<file path="src/hw/core_fetch_pkg.sv">
package core_fetch_pkg;
  localparam int PC_W = 13;
  localparam int INSN_W = 14;
  localparam int DATA_W = 8;
  localparam int FADDR_W = 9;
  localparam logic [12:0] RESET_VECTOR = 13'h0000;
  localparam logic [12:0] IRQ_VECTOR = 13'h0004;
  localparam logic [12:0] SMALL_MASK = 13'h0FFF;
  localparam logic [6:0] OFS_INDIRECT = 7'h00;
  localparam logic [6:0] OFS_PCL = 7'h02;
  localparam logic [6:0] OFS_STATUS = 7'h03;
  localparam logic [6:0] OFS_FSR = 7'h04;
  localparam logic [6:0] OFS_PC_HIGH_LATCH = 7'h0A;
  localparam logic [6:0] OFS_GPR_BASE = 7'h20;
  localparam logic [6:0] OFS_COMMON = 7'h70;
  localparam int BANK_HI_BIT = 6;
  localparam int BANK_LO_BIT = 5;
  localparam logic [7:0] STATUS_RESET = 8'h18;
  localparam logic [7:0] FSR_RESET = 8'h00;
  localparam logic [7:0] PC_HIGH_LATCH_RESET = 8'h00;
endpackage : core_fetch_pkg

</file>
<file path="src/hw/core_fetch_pipeline.sv">
`timescale 1ns/1ps
`default_nettype none
module core_fetch_pipeline #(
  parameter bit SMALL_VARIANT = 1'b0
) (
  input wire logic clk,
  input wire logic rst,
  input wire logic clk_en,
  output logic [12:0] prog_addr,
  input wire logic [13:0] prog_data,
  input wire logic irq_accept,
  input wire logic ex_branch,
  input wire logic [12:0] ex_target,
  input wire logic ex_rd_indirect,
  input wire logic ex_wr_en,
  input wire logic [7:0] ex_wr_data,
  output logic phase_one,
  output logic phase_two,
  output logic phase_three,
  output logic phase_four,
  output logic [13:0] exec_insn,
  output logic exec_valid,
  output logic [8:0] file_addr,
  output logic file_rd,
  output logic file_wr,
  output logic [7:0] file_wr_data,
  input wire logic [7:0] file_rd_data,
  output logic [7:0] operand_data,
  output logic file_is_special,
  output logic [12:0] pc_value,
  output logic [7:0] status_value,
  output logic [7:0] fsr_value
);
  typedef enum logic [1:0] {ph1, ph2, ph3, ph4} phase_e;
  phase_e phase_reg;
  logic [12:0] pc_reg;
  logic [13:0] fetch_reg;
  logic [13:0] insn_reg;
  logic fetch_ok_reg;
  logic exec_ok_reg;
  logic redirect_reg;
  logic [12:0] redirect_pc_reg;
  logic [7:0] status_reg;
  logic [7:0] fsr_reg;
  logic [7:0] pc_high_latch_reg;
  logic [7:0] operand_reg;
  logic [8:0] raw_addr;
  logic [8:0] eff_addr;
  logic [6:0] ofs;
  logic [12:0] pc_next;
  logic [12:0] pc_masked;
  logic adv;

  assign adv = clk_en;

  // four-phase sequencer, one phase per enabled clock
  always_ff @(posedge clk) begin
    if (rst) begin
      phase_reg <= ph1;
    end else if (adv) begin
      case (phase_reg)
        ph1: phase_reg <= ph2;
        ph2: phase_reg <= ph3;
        ph3: phase_reg <= ph4;
        default: phase_reg <= ph1;
      endcase
    end
  end

  assign phase_one = (phase_reg == ph1);
  assign phase_two = (phase_reg == ph2);
  assign phase_three = (phase_reg == ph3);
  assign phase_four = (phase_reg == ph4);

  // wrap onto implemented words on the small part
  assign pc_masked = SMALL_VARIANT ? (pc_reg & core_fetch_pkg::SMALL_MASK) : pc_reg;
  assign prog_addr = pc_masked; // 13-bit fetch address

  // next pc: redirect target or plain increment
  always_comb begin
    if (redirect_reg) begin
      pc_next = redirect_pc_reg;
    end else begin
      pc_next = pc_reg + 13'h0001;
    end
  end

  // program counter steps in phase one
  always_ff @(posedge clk) begin
    if (rst) begin
      pc_reg <= core_fetch_pkg::RESET_VECTOR;
    end else if (adv && phase_one) begin
      pc_reg <= pc_next;
    end
  end

  // pending redirect, taken at next phase one; interrupt has priority
  always_ff @(posedge clk) begin
    if (rst) begin
      redirect_reg <= 1'b0;
      redirect_pc_reg <= core_fetch_pkg::RESET_VECTOR;
    end else if (adv) begin
      if (phase_four && irq_accept) begin
        redirect_reg <= 1'b1;
        redirect_pc_reg <= core_fetch_pkg::IRQ_VECTOR;
      end else if (phase_four && exec_ok_reg && ex_branch) begin
        redirect_reg <= 1'b1;
        redirect_pc_reg <= ex_target;
      end else if (phase_one) begin
        redirect_reg <= 1'b0;
      end
    end
  end

  // fetch stage: word captured in phase four
  always_ff @(posedge clk) begin
    if (rst) begin
      fetch_reg <= 14'h0000;
      fetch_ok_reg <= 1'b0;
    end else if (adv && phase_four) begin
      fetch_reg <= prog_data;
      // a branch or interrupt voids the word fetched meanwhile
      fetch_ok_reg <= ~(irq_accept | (exec_ok_reg & ex_branch));
    end
  end

  // execute stage latches the prefetched word in phase one
  always_ff @(posedge clk) begin
    if (rst) begin
      insn_reg <= 14'h0000;
      exec_ok_reg <= 1'b0;
    end else if (adv && phase_one) begin
      insn_reg <= fetch_reg;
      exec_ok_reg <= fetch_ok_reg & ~redirect_reg; // flushed slot runs as no-op
    end
  end

  assign exec_insn = insn_reg;
  assign exec_valid = exec_ok_reg;
  assign pc_value = pc_reg;

  // direct address: bank bits over seven-bit offset
  assign raw_addr = {status_reg[core_fetch_pkg::BANK_HI_BIT],
                     status_reg[core_fetch_pkg::BANK_LO_BIT], insn_reg[6:0]};

  // address resolution: indirect redirect and common region fold
  always_comb begin
    if (ex_rd_indirect || insn_reg[6:0] == core_fetch_pkg::OFS_INDIRECT) begin
      eff_addr = {status_reg[7], fsr_reg}; // pointer access
    end else begin
      eff_addr = raw_addr;
    end
    if (eff_addr[8:7] != 2'b00 && eff_addr[6:0] >= core_fetch_pkg::OFS_COMMON) begin
      eff_addr = {2'b00, eff_addr[6:0]}; // shared top block
    end
  end

  assign ofs = eff_addr[6:0];
  assign file_addr = eff_addr;
  // special region below the GPR base, static RAM above
  assign file_is_special = (ofs < core_fetch_pkg::OFS_GPR_BASE);
  // data read in phase two, written in phase four
  assign file_rd = exec_ok_reg && phase_two;
  assign file_wr = exec_ok_reg && phase_four && ex_wr_en;
  assign file_wr_data = ex_wr_data;

  // operand capture and readback of core registers, same in every bank
  always_ff @(posedge clk) begin
    if (rst) begin
      operand_reg <= 8'h00;
    end else if (adv && file_rd) begin
      if (ofs == core_fetch_pkg::OFS_PCL) begin
        operand_reg <= pc_reg[7:0];
      end else if (ofs == core_fetch_pkg::OFS_STATUS) begin
        operand_reg <= status_reg;
      end else if (ofs == core_fetch_pkg::OFS_FSR) begin
        operand_reg <= fsr_reg;
      end else if (ofs == core_fetch_pkg::OFS_PC_HIGH_LATCH) begin
        operand_reg <= pc_high_latch_reg;
      end else begin
        operand_reg <= file_rd_data;
      end
    end
  end

  assign operand_data = operand_reg;

  // core register writes in phase four, decoded at any bank
  always_ff @(posedge clk) begin
    if (rst) begin
      status_reg <= core_fetch_pkg::STATUS_RESET;
      fsr_reg <= core_fetch_pkg::FSR_RESET;
      pc_high_latch_reg <= core_fetch_pkg::PC_HIGH_LATCH_RESET;
    end else if (adv && file_wr) begin
      if (ofs == core_fetch_pkg::OFS_STATUS) begin
        status_reg <= ex_wr_data; // bank bits 6:5
      end else if (ofs == core_fetch_pkg::OFS_FSR) begin
        fsr_reg <= ex_wr_data;
      end else if (ofs == core_fetch_pkg::OFS_PC_HIGH_LATCH) begin
        pc_high_latch_reg <= ex_wr_data;
      end
    end
  end

  assign status_value = status_reg;
  assign fsr_value = fsr_reg;
endmodule : core_fetch_pipeline
`default_nettype wire

</file>
<file path="config.mk">
export PLATFORM = sky130hd
export DESIGN_NAME = core_fetch_pipeline
export DESIGN_NICKNAME = d
export VERILOG_FILES = /design/src/hw/core_fetch_pkg.sv /design/src/hw/core_fetch_pipeline.sv
export SDC_FILE = /design/constraint.sdc
export NUM_CORES = 1
export LEC_CHECK = 0
export BUFFER_PORTS_ARGS = -buffer_cell sky130_fd_sc_hd__buf_2
export CORE_MARGIN = 3
export CORE_UTILIZATION = 47
export CTS_CLUSTER_DIAMETER = 50
export DETAILED_ROUTE_END_ITERATION = 8
export GPL_TIMING_DRIVEN = 1
export PLACE_DENSITY = 0.82
export SETUP_SLACK_MARGIN = 0.05
export SLEW_MARGIN = 20
export SYNTH_ARGS = -nofsm -noshare
export SYNTH_HDL_FRONTEND = slang
export SYNTH_SLANG_ARGS = --single-unit
</file>
<file path="constraint.sdc">
create_clock -name clk -period 2.1 [get_ports clk]
set_input_delay 0.105 -clock clk [delete_from_list [all_inputs] [get_ports clk]]
set_output_delay 0.105 -clock clk [all_outputs]
set_load 0.05 [all_outputs]
</file>
==> flow_metrics.py, run 1 <==
metrics = {
    "logic_synthesis": {
        "number_of_enable_type_register_cells_in_the_synthesized_netlist": 0,
        "asyncSetResetFlopFracSynth": 0,
        "synth.ff_latch_count": 91,
        "yosysTopAreaCellShare": 0.3984,
        "syn_nets": 625,
        "yosysWarningCount": 0,
        "synthTopCellsByArea": "sky130_fd_sc_hd__dfxtp_1, sky130_fd_sc_hd__mux2i_1, sky130_fd_sc_hd__nand2_1",
        "yosys.cell_types.count": 57,
        "synth_top_area_cell": "sky130_fd_sc_hd__dfxtp_1",
        "yosysSeqAreaShare": 0.3984,
        "area_of_the_mapped_netlist_um2": 4573,
        "synth-main-ff-cell": "sky130_fd_sc_hd__dfxtp_1",
        "synthTopCellsByCount": "sky130_fd_sc_hd__nand2_1, sky130_fd_sc_hd__dfxtp_1, sky130_fd_sc_hd__nor2_1",
        "synthesis.instances": 569,
        "synth.avg_cell_area_um2": 8.037,
        "post-synth-top-count-cell": "sky130_fd_sc_hd__nand2_1",
    },
    "setup_path": {
        "ff2ff_setup_slack_ps": 50,
        "arrival_time_at_the_worst_endpoint_ps": 2360,
        "critical_path.reg2reg.endpoint": "operand_data[6]$_SDFFE_PP0P_",
        "crit_end_category": "flip-flop",
        "crit-reg2reg-launch": "fsr_value[2]$_SDFFE_PP0P_",
        "logic_depth_of_the_worst_register_to_register_path": 6,
        "timing.critical_path.fanout_max": 5,
        "path_class": "flip-flop to flip-flop",
        "cp-start-kind": "flip-flop",
        "cp.required_ps": 2400,
    },
    "timing": {
        "max_slew.worst_pin.slew_ps": 815.4,
        "layout_worst_path_cycle_share": 0.9769,
        "hold_viol": 0,
        "timing.setup.tns_ps": 0,
        "maxClockFrequency_mhz": 487.5,
        "finClkSkew_ps": 7.312,
        "setup_repair_after_global_routing_missed_its_margin": "true",
        "setup_viol_count_final": 0,
        "fin_worst_hold_slack_ps": 43.10,
        "finalCriticalPeriod_ps": 2051,
        "timing.slew.headroom": 0.4564,
        "final_max_slew_violation_count": 0,
    },
    "drt": {
        "drt-pass1-iter-count": 7,
        "drc": 0,
        "drt_iter0_markers": 243,
        "via_density": 5.506,
        "route.vias.total": 4708,
        "route.detailed.wl_per_inst_um": 16.02,
        "finalWirelength_um": 13690,
        "ant_nets": 0,
    },
    "clock_tree": {
        "clkTransAtPathRegs_ps": 100,
        "worst_skew_pair.late_latency_ps": 370,
        "cts_inserted_buffers": 9,
        "cts_tree": "built",
        "cts_max_level": 3,
        "clock-root-buffer": "sky130_fd_sc_hd__clkbuf_8",
        "longest_clk_path_bufs": 2,
        "cts.sinks": 91,
    },
    "cells_and_area": {
        "area_of_combinational_cells_with_multiple_inputs_um2": 2539,
        "layout-drive-gt1-share": 0.3347,
        "final-seq-area_um2": 1851,
        "n_antenna_cell": 0,
        "nets": 777,
        "area_delta_synth_final_pct": 32.37,
        "fillCellCount": 784,
    },
    "die": {
        "initial_core_util": 0.4903,
        "core.rowCount": 35,
        "pin_count": 139,
        "floorplan.die_area_um2": 10950,
        "die_span_y_um": 104.6,
        "core_region_area_um2": 9328,
        "die_width_um": 104.6,
    },
    "min_path": {
        "hold_path_depth": 3,
        "holdPathEnd": "status_value[1]$_SDFFE_PP0P_",
        "min_path_type": "primary input to flip-flop",
        "hp-start": "ex_wr_data[1]",
    },
    "run": {
        "cap_viol_max_count": 0,
    },
    "pwr": {
        "power_density_nw_per_um2": 561.8,
        "total_power_mw": 3.401,
        "power_leakage_nw": 2.616,
        "power.ir.vdd_worst_mv": 0.3827,
    },
    "global_routing": {
        "largest_net_degree_at_the_start_of_global_routing": 44,
        "antenna_violations_before_repair": 0,
        "grt_first_pass_wirelength_um": 21780,
        "globalRoute.totalOverflow": 0,
        "groute.usage.overall": 0.2401,
        "grt_pass1_vias": 4493,
    },
    "place": {
        "port-buffer-count": 138,
        "place_congestion": 0.8907,
        "hpwl_um": 9612,
    },
    "status": {
        "status": "complete, no violations",
    },
}
[through the flow]
| step | cells | utilization | area (um2) | setup slack [ps] |
|---|---|---|---|---|
| 3_5_place_dp | 806 | 0.5773 | 5385 | -12.84 |
| 3_3_place_gp | 806 | 0.5773 | 5385 | 69.79 |
| 5_1_grt | 855 | 0.6490 | 6053 | -58.74 |
| 4_1_cts | 852 | 0.6351 | 5924 | 26.15 |
| 6_report | 855 | 0.6490 | 6053 | 48.51 |
| 2_1_floorplan | 569 | - | 4667 | -104.0 |
[layout by cell type (no fill, tap or decap), types with 5 or more instances in the layout]
cell type,instances
sky130_fd_sc_hd__buf_2,135
sky130_fd_sc_hd__nand2_1,91
sky130_fd_sc_hd__dfxtp_1,80
sky130_fd_sc_hd__nor2_1,64
sky130_fd_sc_hd__a21oi_1,53
sky130_fd_sc_hd__mux2i_1,35
sky130_fd_sc_hd__buf_4,31
sky130_fd_sc_hd__dlygate4sd3_1,27
sky130_fd_sc_hd__nand3_1,16
sky130_fd_sc_hd__inv_1,15
sky130_fd_sc_hd__nor3_1,14
sky130_fd_sc_hd__o21ai_0,11
sky130_fd_sc_hd__o22ai_1,10
sky130_fd_sc_hd__clkbuf_8,9
sky130_fd_sc_hd__a2bb2oi_1,8
sky130_fd_sc_hd__o211ai_1,7
sky130_fd_sc_hd__nand4_1,6
sky130_fd_sc_hd__dfxtp_4,6
sky130_fd_sc_hd__a22oi_1,5
sky130_fd_sc_hd__dfxtp_2,5
sky130_fd_sc_hd__buf_6,5
[per-layer routing]
layer	global-route usage	routed length, um
met4	0.06935	331
met2	0.4077	6427
met3	0.05930	1128
met5	0	0
met1	0.3024	5806
[where the power goes]
part	internal, mW	total, mW	switching [mW]
clock	0.476	1.19	0.715
sequential	1.74	1.76	0.0268
combinational	0.152	0.447	0.295
[cell type report]
class / instances / share of cell area
Clock buffer: 9 / 0.02046
Clock inverter: 7 / 0.01261
Multi-Input combinational cell: 404 / 0.4194
Inverter: 16 / 0.009921
Sequential cell: 91 / 0.3057
Tap cell: 129 / 0.02666
Timing Repair Buffer: 199 / 0.2052
[worst max path at each step]
| stage | start | to | slack (ps) |
|---|---|---|---|
| floorplan | exec_insn[5]$_SDFFE_PP0P_ | operand_data[6]$_SDFFE_PP0P_ | -100 |
| global route | fsr_value[2]$_SDFFE_PP0P_ | operand_data[6]$_SDFFE_PP0P_ | -60 |
| CTS | exec_insn[5]$_SDFFE_PP0P_ | file_addr[7] | 30 |
| global placement | exec_insn[5]$_SDFFE_PP0P_ | fsr_value[2]$_SDFFE_PP0P_ | 70 |
| detailed placement | exec_insn[5]$_SDFFE_PP0P_ | status_value[3]$_SDFFE_PP1P_ | -10 |
| finish | fsr_value[2]$_SDFFE_PP0P_ | operand_data[6]$_SDFFE_PP0P_ | 50 |
[critical path, stage by stage, from the launching register on]
cell	delay [ps]
sky130_fd_sc_hd__dfxtp_1	510
sky130_fd_sc_hd__nor3b_1	120
sky130_fd_sc_hd__a21oi_1	340
sky130_fd_sc_hd__nand2_2	200
sky130_fd_sc_hd__and3_2	240
sky130_fd_sc_hd__or4_1	420
sky130_fd_sc_hd__o22ai_1	160
[logic make-up after synthesis]
kind of cell	after synthesis	share of synthesized area
mux	41	0.09083
flops	91	0.3984
simple gates	228	0.2263
fa+ha+maj	6	0.01642
compound gates	129	0.1803
buf+inv	74	0.08782
[timing repair]
action,in CTS,in global routing
gates resized for setup,16,20
setup buffers,3,3
gates cloned,0,0
endpoints found under the setup margin,34,35
hold buffers,27,0
endpoints found under the hold margin,27,0
pin swaps,1,5
No activity file was read; power rests on OpenSTA's default activity.
==> run 2: changes to the inputs <==
ABC_AREA = 1   (was unset)
==> flow_metrics.py, run 2 <==
metrics = {
    "setup_path": {
        "startpoint": "exec_insn[6]$_SDFFE_PP0P_",
        "logic_depth_of_the_worst_register_to_register_path": 14,
        "cp_slowest_cell": "sky130_fd_sc_hd__dfxtp_4",
        "endpoint": "operand_data[1]$_SDFFE_PP0P_",
        "ff2ff_setup_slack_ps": -40,
        "cp-start-kind": "flip-flop",
        "slowest_delay_ps": 370,
        "cp.required_ps": 2390,
        "critical_path.reg2reg.endpoint": "operand_data[1]$_SDFFE_PP0P_",
        "path_class": "flip-flop to flip-flop",
        "timing.critical_path.fanout_max": 8,
        "critPathMostFrequentCell": "sky130_fd_sc_hd__nand2_2",
        "worstPathCellList": "nor2_4 -> nand2_2 -> o21ai_4 -> buf_6 -> buf_6 -> o21ai_4 -> nor2_8 -> buf_12 -> nand2_8 -> nand2_4 -> nand3_2 -> nand2_2 -> nand2_2 -> a21oi_2",
        "crit_end_category": "flip-flop",
        "arrival_time_at_the_worst_endpoint_ps": 2440,
        "crit-reg2reg-launch": "exec_insn[6]$_SDFFE_PP0P_",
    },
    "min_path": {
        "min_path_type": "primary input to flip-flop",
    },
    "pwr": {
        "power_leakage_nw": 2.950,
        "total_power_mw": 4.331,
        "power.ir.vdd_worst_mv": 0.3264,
        "power_density_nw_per_um2": 683.3,
    },
    "drt": {
        "drc": 0,
        "route.vias.total": 5008,
        "finalWirelength_um": 14360,
        "ant_nets": 0,
        "route.detailed.wl_per_inst_um": 15.46,
        "via_density": 5.391,
        "drt_iter0_markers": 339,
        "drt-pass1-iter-count": 6,
    },
    "logic_synthesis": {
        "post-synth-top-count-cell": "sky130_fd_sc_hd__nand2_1",
        "area_of_the_mapped_netlist_um2": 4651,
        "synthTopCellsByCount": "sky130_fd_sc_hd__nand2_1, sky130_fd_sc_hd__dfxtp_1, sky130_fd_sc_hd__nor2_1",
        "yosysTopAreaCellShare": 0.3917,
        "number_of_enable_type_register_cells_in_the_synthesized_netlist": 0,
        "syn_nets": 705,
        "synth_top_area_cell": "sky130_fd_sc_hd__dfxtp_1",
        "synthTopCellsByArea": "sky130_fd_sc_hd__dfxtp_1, sky130_fd_sc_hd__nand2_1, sky130_fd_sc_hd__a21oi_1",
        "yosys.cell_types.count": 39,
        "synth.ff_latch_count": 91,
        "asyncSetResetFlopFracSynth": 0,
        "yosysSeqAreaShare": 0.3917,
        "synth-main-ff-cell": "sky130_fd_sc_hd__dfxtp_1",
        "synth.avg_cell_area_um2": 7.166,
        "synthesis.instances": 649,
        "yosysWarningCount": 0,
    },
    "cells_and_area": {
        "nets": 851,
        "n_antenna_cell": 0,
        "final-seq-area_um2": 1846,
        "area_of_combinational_cells_with_multiple_inputs_um2": 2691,
        "area_delta_synth_final_pct": 36.29,
        "fin_util": 0.6732,
        "most-common-layout-cells": "sky130_fd_sc_hd__buf_2, sky130_fd_sc_hd__nand2_1, sky130_fd_sc_hd__dfxtp_1",
        "final_common_cell": "sky130_fd_sc_hd__buf_2",
        "fillCellCount": 746,
        "layout-drive-gt1-share": 0.3838,
    },
    "global_routing": {
        "grt_first_pass_wirelength_um": 21070,
        "groute.usage.overall": 0.2297,
        "grt_pass1_vias": 4377,
        "largest_net_degree_at_the_start_of_global_routing": 40,
        "antenna_violations_before_repair": 0,
        "globalRoute.totalOverflow": 0,
    },
    "die": {
        "core_region_area_um2": 9415,
        "die_span_y_um": 105.5,
        "pin_count": 139,
        "core.rowCount": 35,
        "floorplan.die_area_um2": 11130,
        "initial_core_util": 0.4940,
        "die_width_um": 105.5,
    },
    "clock_tree": {
        "clkTransAtPathRegs_ps": 100,
        "longest_clk_path_bufs": 2,
        "cts_tree": "built",
        "cts.sinks": 91,
        "cts_max_level": 3,
        "clock-root-buffer": "sky130_fd_sc_hd__clkbuf_8",
        "worst_skew_pair.late_latency_ps": 360,
        "cts_inserted_buffers": 9,
    },
    "status": {
        "violated_checks": "setup timing",
        "status": "finished with violations",
    },
    "place": {
        "port-buffer-count": 138,
        "place_ws_ps": 42.48,
        "hpwl_um": 9441,
        "place_congestion": 0.8759,
    },
    "timing": {
        "finClkSkew_ps": 12.28,
        "timing.setup.tns_ps": -71.19,
        "timing.slew.headroom": 0.5511,
        "setup_viol_count_final": 4,
        "maxClockFrequency_mhz": 467.1,
        "layout_worst_path_cycle_share": 1.019,
        "final_max_slew_violation_count": 0,
        "max_slew.worst_pin.slew_ps": 672.7,
        "setup_repair_after_global_routing_missed_its_margin": "true",
        "hold_viol": 0,
        "finalCriticalPeriod_ps": 2141,
        "postLayoutSetupSlackWorst_ps": -40.69,
    },
    "run": {
        "cap_viol_max_count": 0,
    },
}
run 2: cell count changes after synthesis, sizes merged, moves of 6 or more:
cell	before	now
o21ai	16	74
inv	16	65
mux2i	37	0
nand2	93	128
nand3	17	51
a21oi	56	75
nor2	66	83
nor3	18	2
o22ai	10	0
clkbuf	29	20
a2bb2oi	8	0
and3	7	1
nand4	8	2
o211ai	7	1
run 2: area by class of cell:
| class | instances | share of cell area |
|---|---|---|
| Clock buffer | 10 | 0.02013 |
| Tap cell | 129 | 0.02546 |
| Multi-Input combinational cell | 444 | 0.4246 |
| Timing Repair Buffer | 181 | 0.1810 |
| Inverter | 68 | 0.04264 |
| Sequential cell | 91 | 0.2912 |
| Clock inverter | 6 | 0.01500 |
run 2: cell families after synthesis:
logic type,count (synthesis),synth area share
fa+ha+maj,6,0.01614
simple gates,268,0.2725
flops,91,0.3917
buf+inv,118,0.1200
xor+xnor,4,0.007534
compound gates,162,0.1921
run 2: how the worst min path moves through the flow:
stage,startpoint,to,slack (ps),depth (start not counted)
finish,ex_target[0],redirect_pc_reg[0]$_SDFFE_PP0P_,10,3
global route,ex_target[0],redirect_pc_reg[0]$_SDFFE_PP0P_,20,3
CTS,ex_target[0],redirect_pc_reg[0]$_SDFFE_PP0P_,2,3
detailed placement,ex_target[2],redirect_pc_reg[2]$_SDFFE_PP0P_,360,3
global placement,prog_data[13],fetch_reg[13]$_SDFFE_PP0P_,350,3
floorplan,clk_en,phase_reg[0]$_SDFFE_PP0P_,200,1
run 2: where the power goes:
group | leakage (nW) | total (mW) | internal (mW) | switching (mW)
Sequential | 0.742 | 1.82 | 1.77 | 0.0462
Clock | 0.113 | 1.34 | 0.687 | 0.653
Combinational | 2.10 | 1.17 | 0.393 | 0.778
Total | 2.95 | 4.33 | 2.85 | 1.48
run 2: layer usage:
| layer | GRT usage | up-vias | wire length (um) |
|---|---|---|---|
| met2 | 0.3862 | 277 | 6969 |
| li1 | - | 2398 | - |
| met5 | 0 | - | 0 |
| met3 | 0.03184 | 51 | 1124 |
| met1 | 0.2930 | 2282 | 5823 |
| met4 | 0.1003 | 0 | 446 |
run 2: repair_timing:
item | in CTS | in global routing
endpoints found under the setup margin | 19 | 35
hold buffers | 17 | 0
pin swaps | 1 | 38
buffers inserted | 2 | 10
endpoints found under the hold margin | 17 | 0
gates resized for setup | 10 | 108
cloned | 0 | 5
run 2: critical path, delay by kind of cell, from the launching register on:
kind / cells / cell delay, ps
flip-flops: 1 / 370
AO/OA/AOI/OAI: 3 / 450
buffers and inverters: 3 / 420
AND/OR/NAND/NOR: 8 / 820
run 2: through the flow:
stage / area, um2 / hold slack [ps] / cells
global route: 6339 / 24.00 / 929
floorplan: 4720 / 199.1 / 649
finish: 6339 / 12.52 / 929
CTS: 5827 / 2.224 / 914
detailed placement: 5386 / 360.0 / 879
global placement: 5386 / 354.5 / 879
==> run 3: changes to the inputs <==
BUFFER_PORTS_ARGS = -buffer_cell sky130_fd_sc_hd__buf_4   (was -buffer_cell sky130_fd_sc_hd__buf_2)
==> flow_metrics.py, run 3 (synthesis results as in run 2) <==
metrics = {
    "clock_tree": {
        "cts_tree": "built",
        "cts.sinks": 91,
        "clock-root-buffer": "sky130_fd_sc_hd__clkbuf_8",
        "worst_skew_pair.late_latency_ps": 350,
        "cts_max_level": 3,
        "longest_clk_path_bufs": 2,
        "cts_inserted_buffers": 9,
        "clkTransAtPathRegs_ps": 100,
    },
    "timing": {
        "setup_viol_count_final": 10,
        "hold_viol": 0,
        "finalCriticalPeriod_ps": 2225,
        "final_max_slew_violation_count": 0,
        "finClkSkew_ps": 11.08,
        "postLayoutSetupSlackWorst_ps": -125.2,
        "timing.slew.headroom": 0.4862,
        "setup_repair_after_global_routing_missed_its_margin": "true",
        "timing.setup.tns_ps": -444.3,
        "maxClockFrequency_mhz": 449.4,
        "layout_worst_path_cycle_share": 1.060,
        "max_slew.worst_pin.slew_ps": 769.8,
    },
    "status": {
        "status": "finished with violations",
        "violated_checks": "setup timing",
    },
    "cells_and_area": {
        "layout-drive-gt1-share": 0.3863,
        "area_delta_synth_final_pct": 42.78,
        "final_common_cell": "sky130_fd_sc_hd__buf_4",
        "n_antenna_cell": 0,
        "nets": 856,
        "most-common-layout-cells": "sky130_fd_sc_hd__buf_4, sky130_fd_sc_hd__nand2_1, sky130_fd_sc_hd__dfxtp_1",
        "fin_util": 0.7052,
        "post_layout_nonfiller_instances": 934,
    },
    "setup_path": {
        "path_class": "flip-flop to flip-flop",
        "slowest_delay_ps": 390,
        "cp-start-kind": "flip-flop",
        "crit_end_category": "flip-flop",
        "cp_slowest_cell": "sky130_fd_sc_hd__dfxtp_2",
        "timing.critical_path.fanout_max": 6,
        "worstPathCellList": "nor2_2 -> nand2_2 -> o21ai_4 -> buf_6 -> buf_4 -> o21ai_4 -> nor2_8 -> buf_12 -> buf_8 -> nand3_1 -> nand2_1 -> nor2_1 -> nand2_1 -> nand2_2 -> a21oi_2",
        "ff2ff_setup_slack_ps": -130,
        "cp.required_ps": 2330,
        "arrival_time_at_the_worst_endpoint_ps": 2450,
    },
    "drt": {
        "drt-pass1-iter-count": 5,
        "drt_iter0_markers": 416,
        "route.detailed.wl_per_inst_um": 16.26,
        "ant_nets": 0,
        "drc": 0,
        "finalWirelength_um": 15190,
        "via_density": 5.526,
        "route.vias.total": 5161,
    },
    "place": {
        "port-buffer-count": 138,
        "place_ws_ps": -23.80,
        "place_inst": 877,
        "place_congestion": 0.8742,
        "hpwl_um": 9492,
    },
    "die": {
        "core_region_area_um2": 9415,
        "pin_count": 139,
        "core.rowCount": 35,
        "die_width_um": 105.5,
        "die_span_y_um": 105.5,
        "initial_core_util": 0.4940,
        "floorplan.die_area_um2": 11130,
    },
    "global_routing": {
        "antenna_violations_before_repair": 0,
        "grt_pass1_vias": 4526,
        "largest_net_degree_at_the_start_of_global_routing": 40,
        "groute.usage.overall": 0.2307,
        "grt_first_pass_wirelength_um": 21290,
        "globalRoute.totalOverflow": 0,
    },
    "pwr": {
        "power_leakage_nw": 2.966,
        "power_density_nw_per_um2": 646.6,
        "power.ir.vdd_worst_mv": 0.5419,
    },
    "min_path": {
        "min_path_type": "primary input to flip-flop",
    },
    "run": {
        "cap_viol_max_count": 0,
    },
}
-- run 3: final cells by class --
cell class	instances	area, um2
Multi-Input combinational cell	445	2654
Clock inverter	6	73.82
Inverter	68	260.3
Tap cell	129	161.4
Sequential cell	91	1848
Clock buffer	10	127.6
Fill cell	706	2775
Timing Repair Buffer	185	1515
-- run 3: worst max-delay path: cells and delay by family (launching register included) --
kind | cells | cell delay (ps)
AO/OA/AOI/OAI | 3 | 380
buffers and inverters | 4 | 560
flip-flops | 1 | 390
AND/OR/NAND/NOR | 8 | 760
-- run 3: layer usage --
layer	routed length, um	track usage	vias to the layer above
li1	-	-	2404
met1	6095	0.2927	2363
met2	7163	0.3857	320
met3	1241	0.03552	74
met4	689	0.1040	0
met5	0	0	-
-- run 3: final timing paths --
check	start	end	cells past startpoint
worst max register to register	exec_insn[2]$_SDFFE_PP0P_	operand_data[1]$_SDFFE_PP0P_	15
worst min register to register	redirect_pc_reg[0]$_SDFFE_PP0P_	redirect_pc_reg[0]$_SDFFE_PP0P_	2
worst max-delay path	exec_insn[2]$_SDFFE_PP0P_	operand_data[1]$_SDFFE_PP0P_	15
worst min-delay path	prog_data[10]	fetch_reg[10]$_SDFFE_PP0P_	3
-- run 3: repair_timing --
| action | in CTS | in global routing |
|---|---|---|
| buffers inserted | 5 | 21 |
| hold buffers | 11 | 0 |
| resized for setup | 10 | 98 |
| endpoints found under the setup margin | 33 | 36 |
| hold endpoints to repair | 11 | 0 |
| pin swaps | 2 | 47 |
| cloned | 2 | 3 |
-- run 3: power by group --
group | leakage, nW | switching [mW] | internal [mW]
clock | 0.0946 | 0.648 | 0.563
combinational | 2.13 | 0.810 | 0.455
sequential | 0.742 | 0.0446 | 1.77
-- run 3: stage by stage --
stage	power [mW]	instance area, um2	hold WS (ps)
final	4.294	6640	11.63
after CTS	4.105	6132	0.04616
after global placement	2.819	5717	329.8
after floorplan	2.561	4720	199.1
after detailed placement	2.841	5717	336.2
after global routing	4.449	6640	1.588
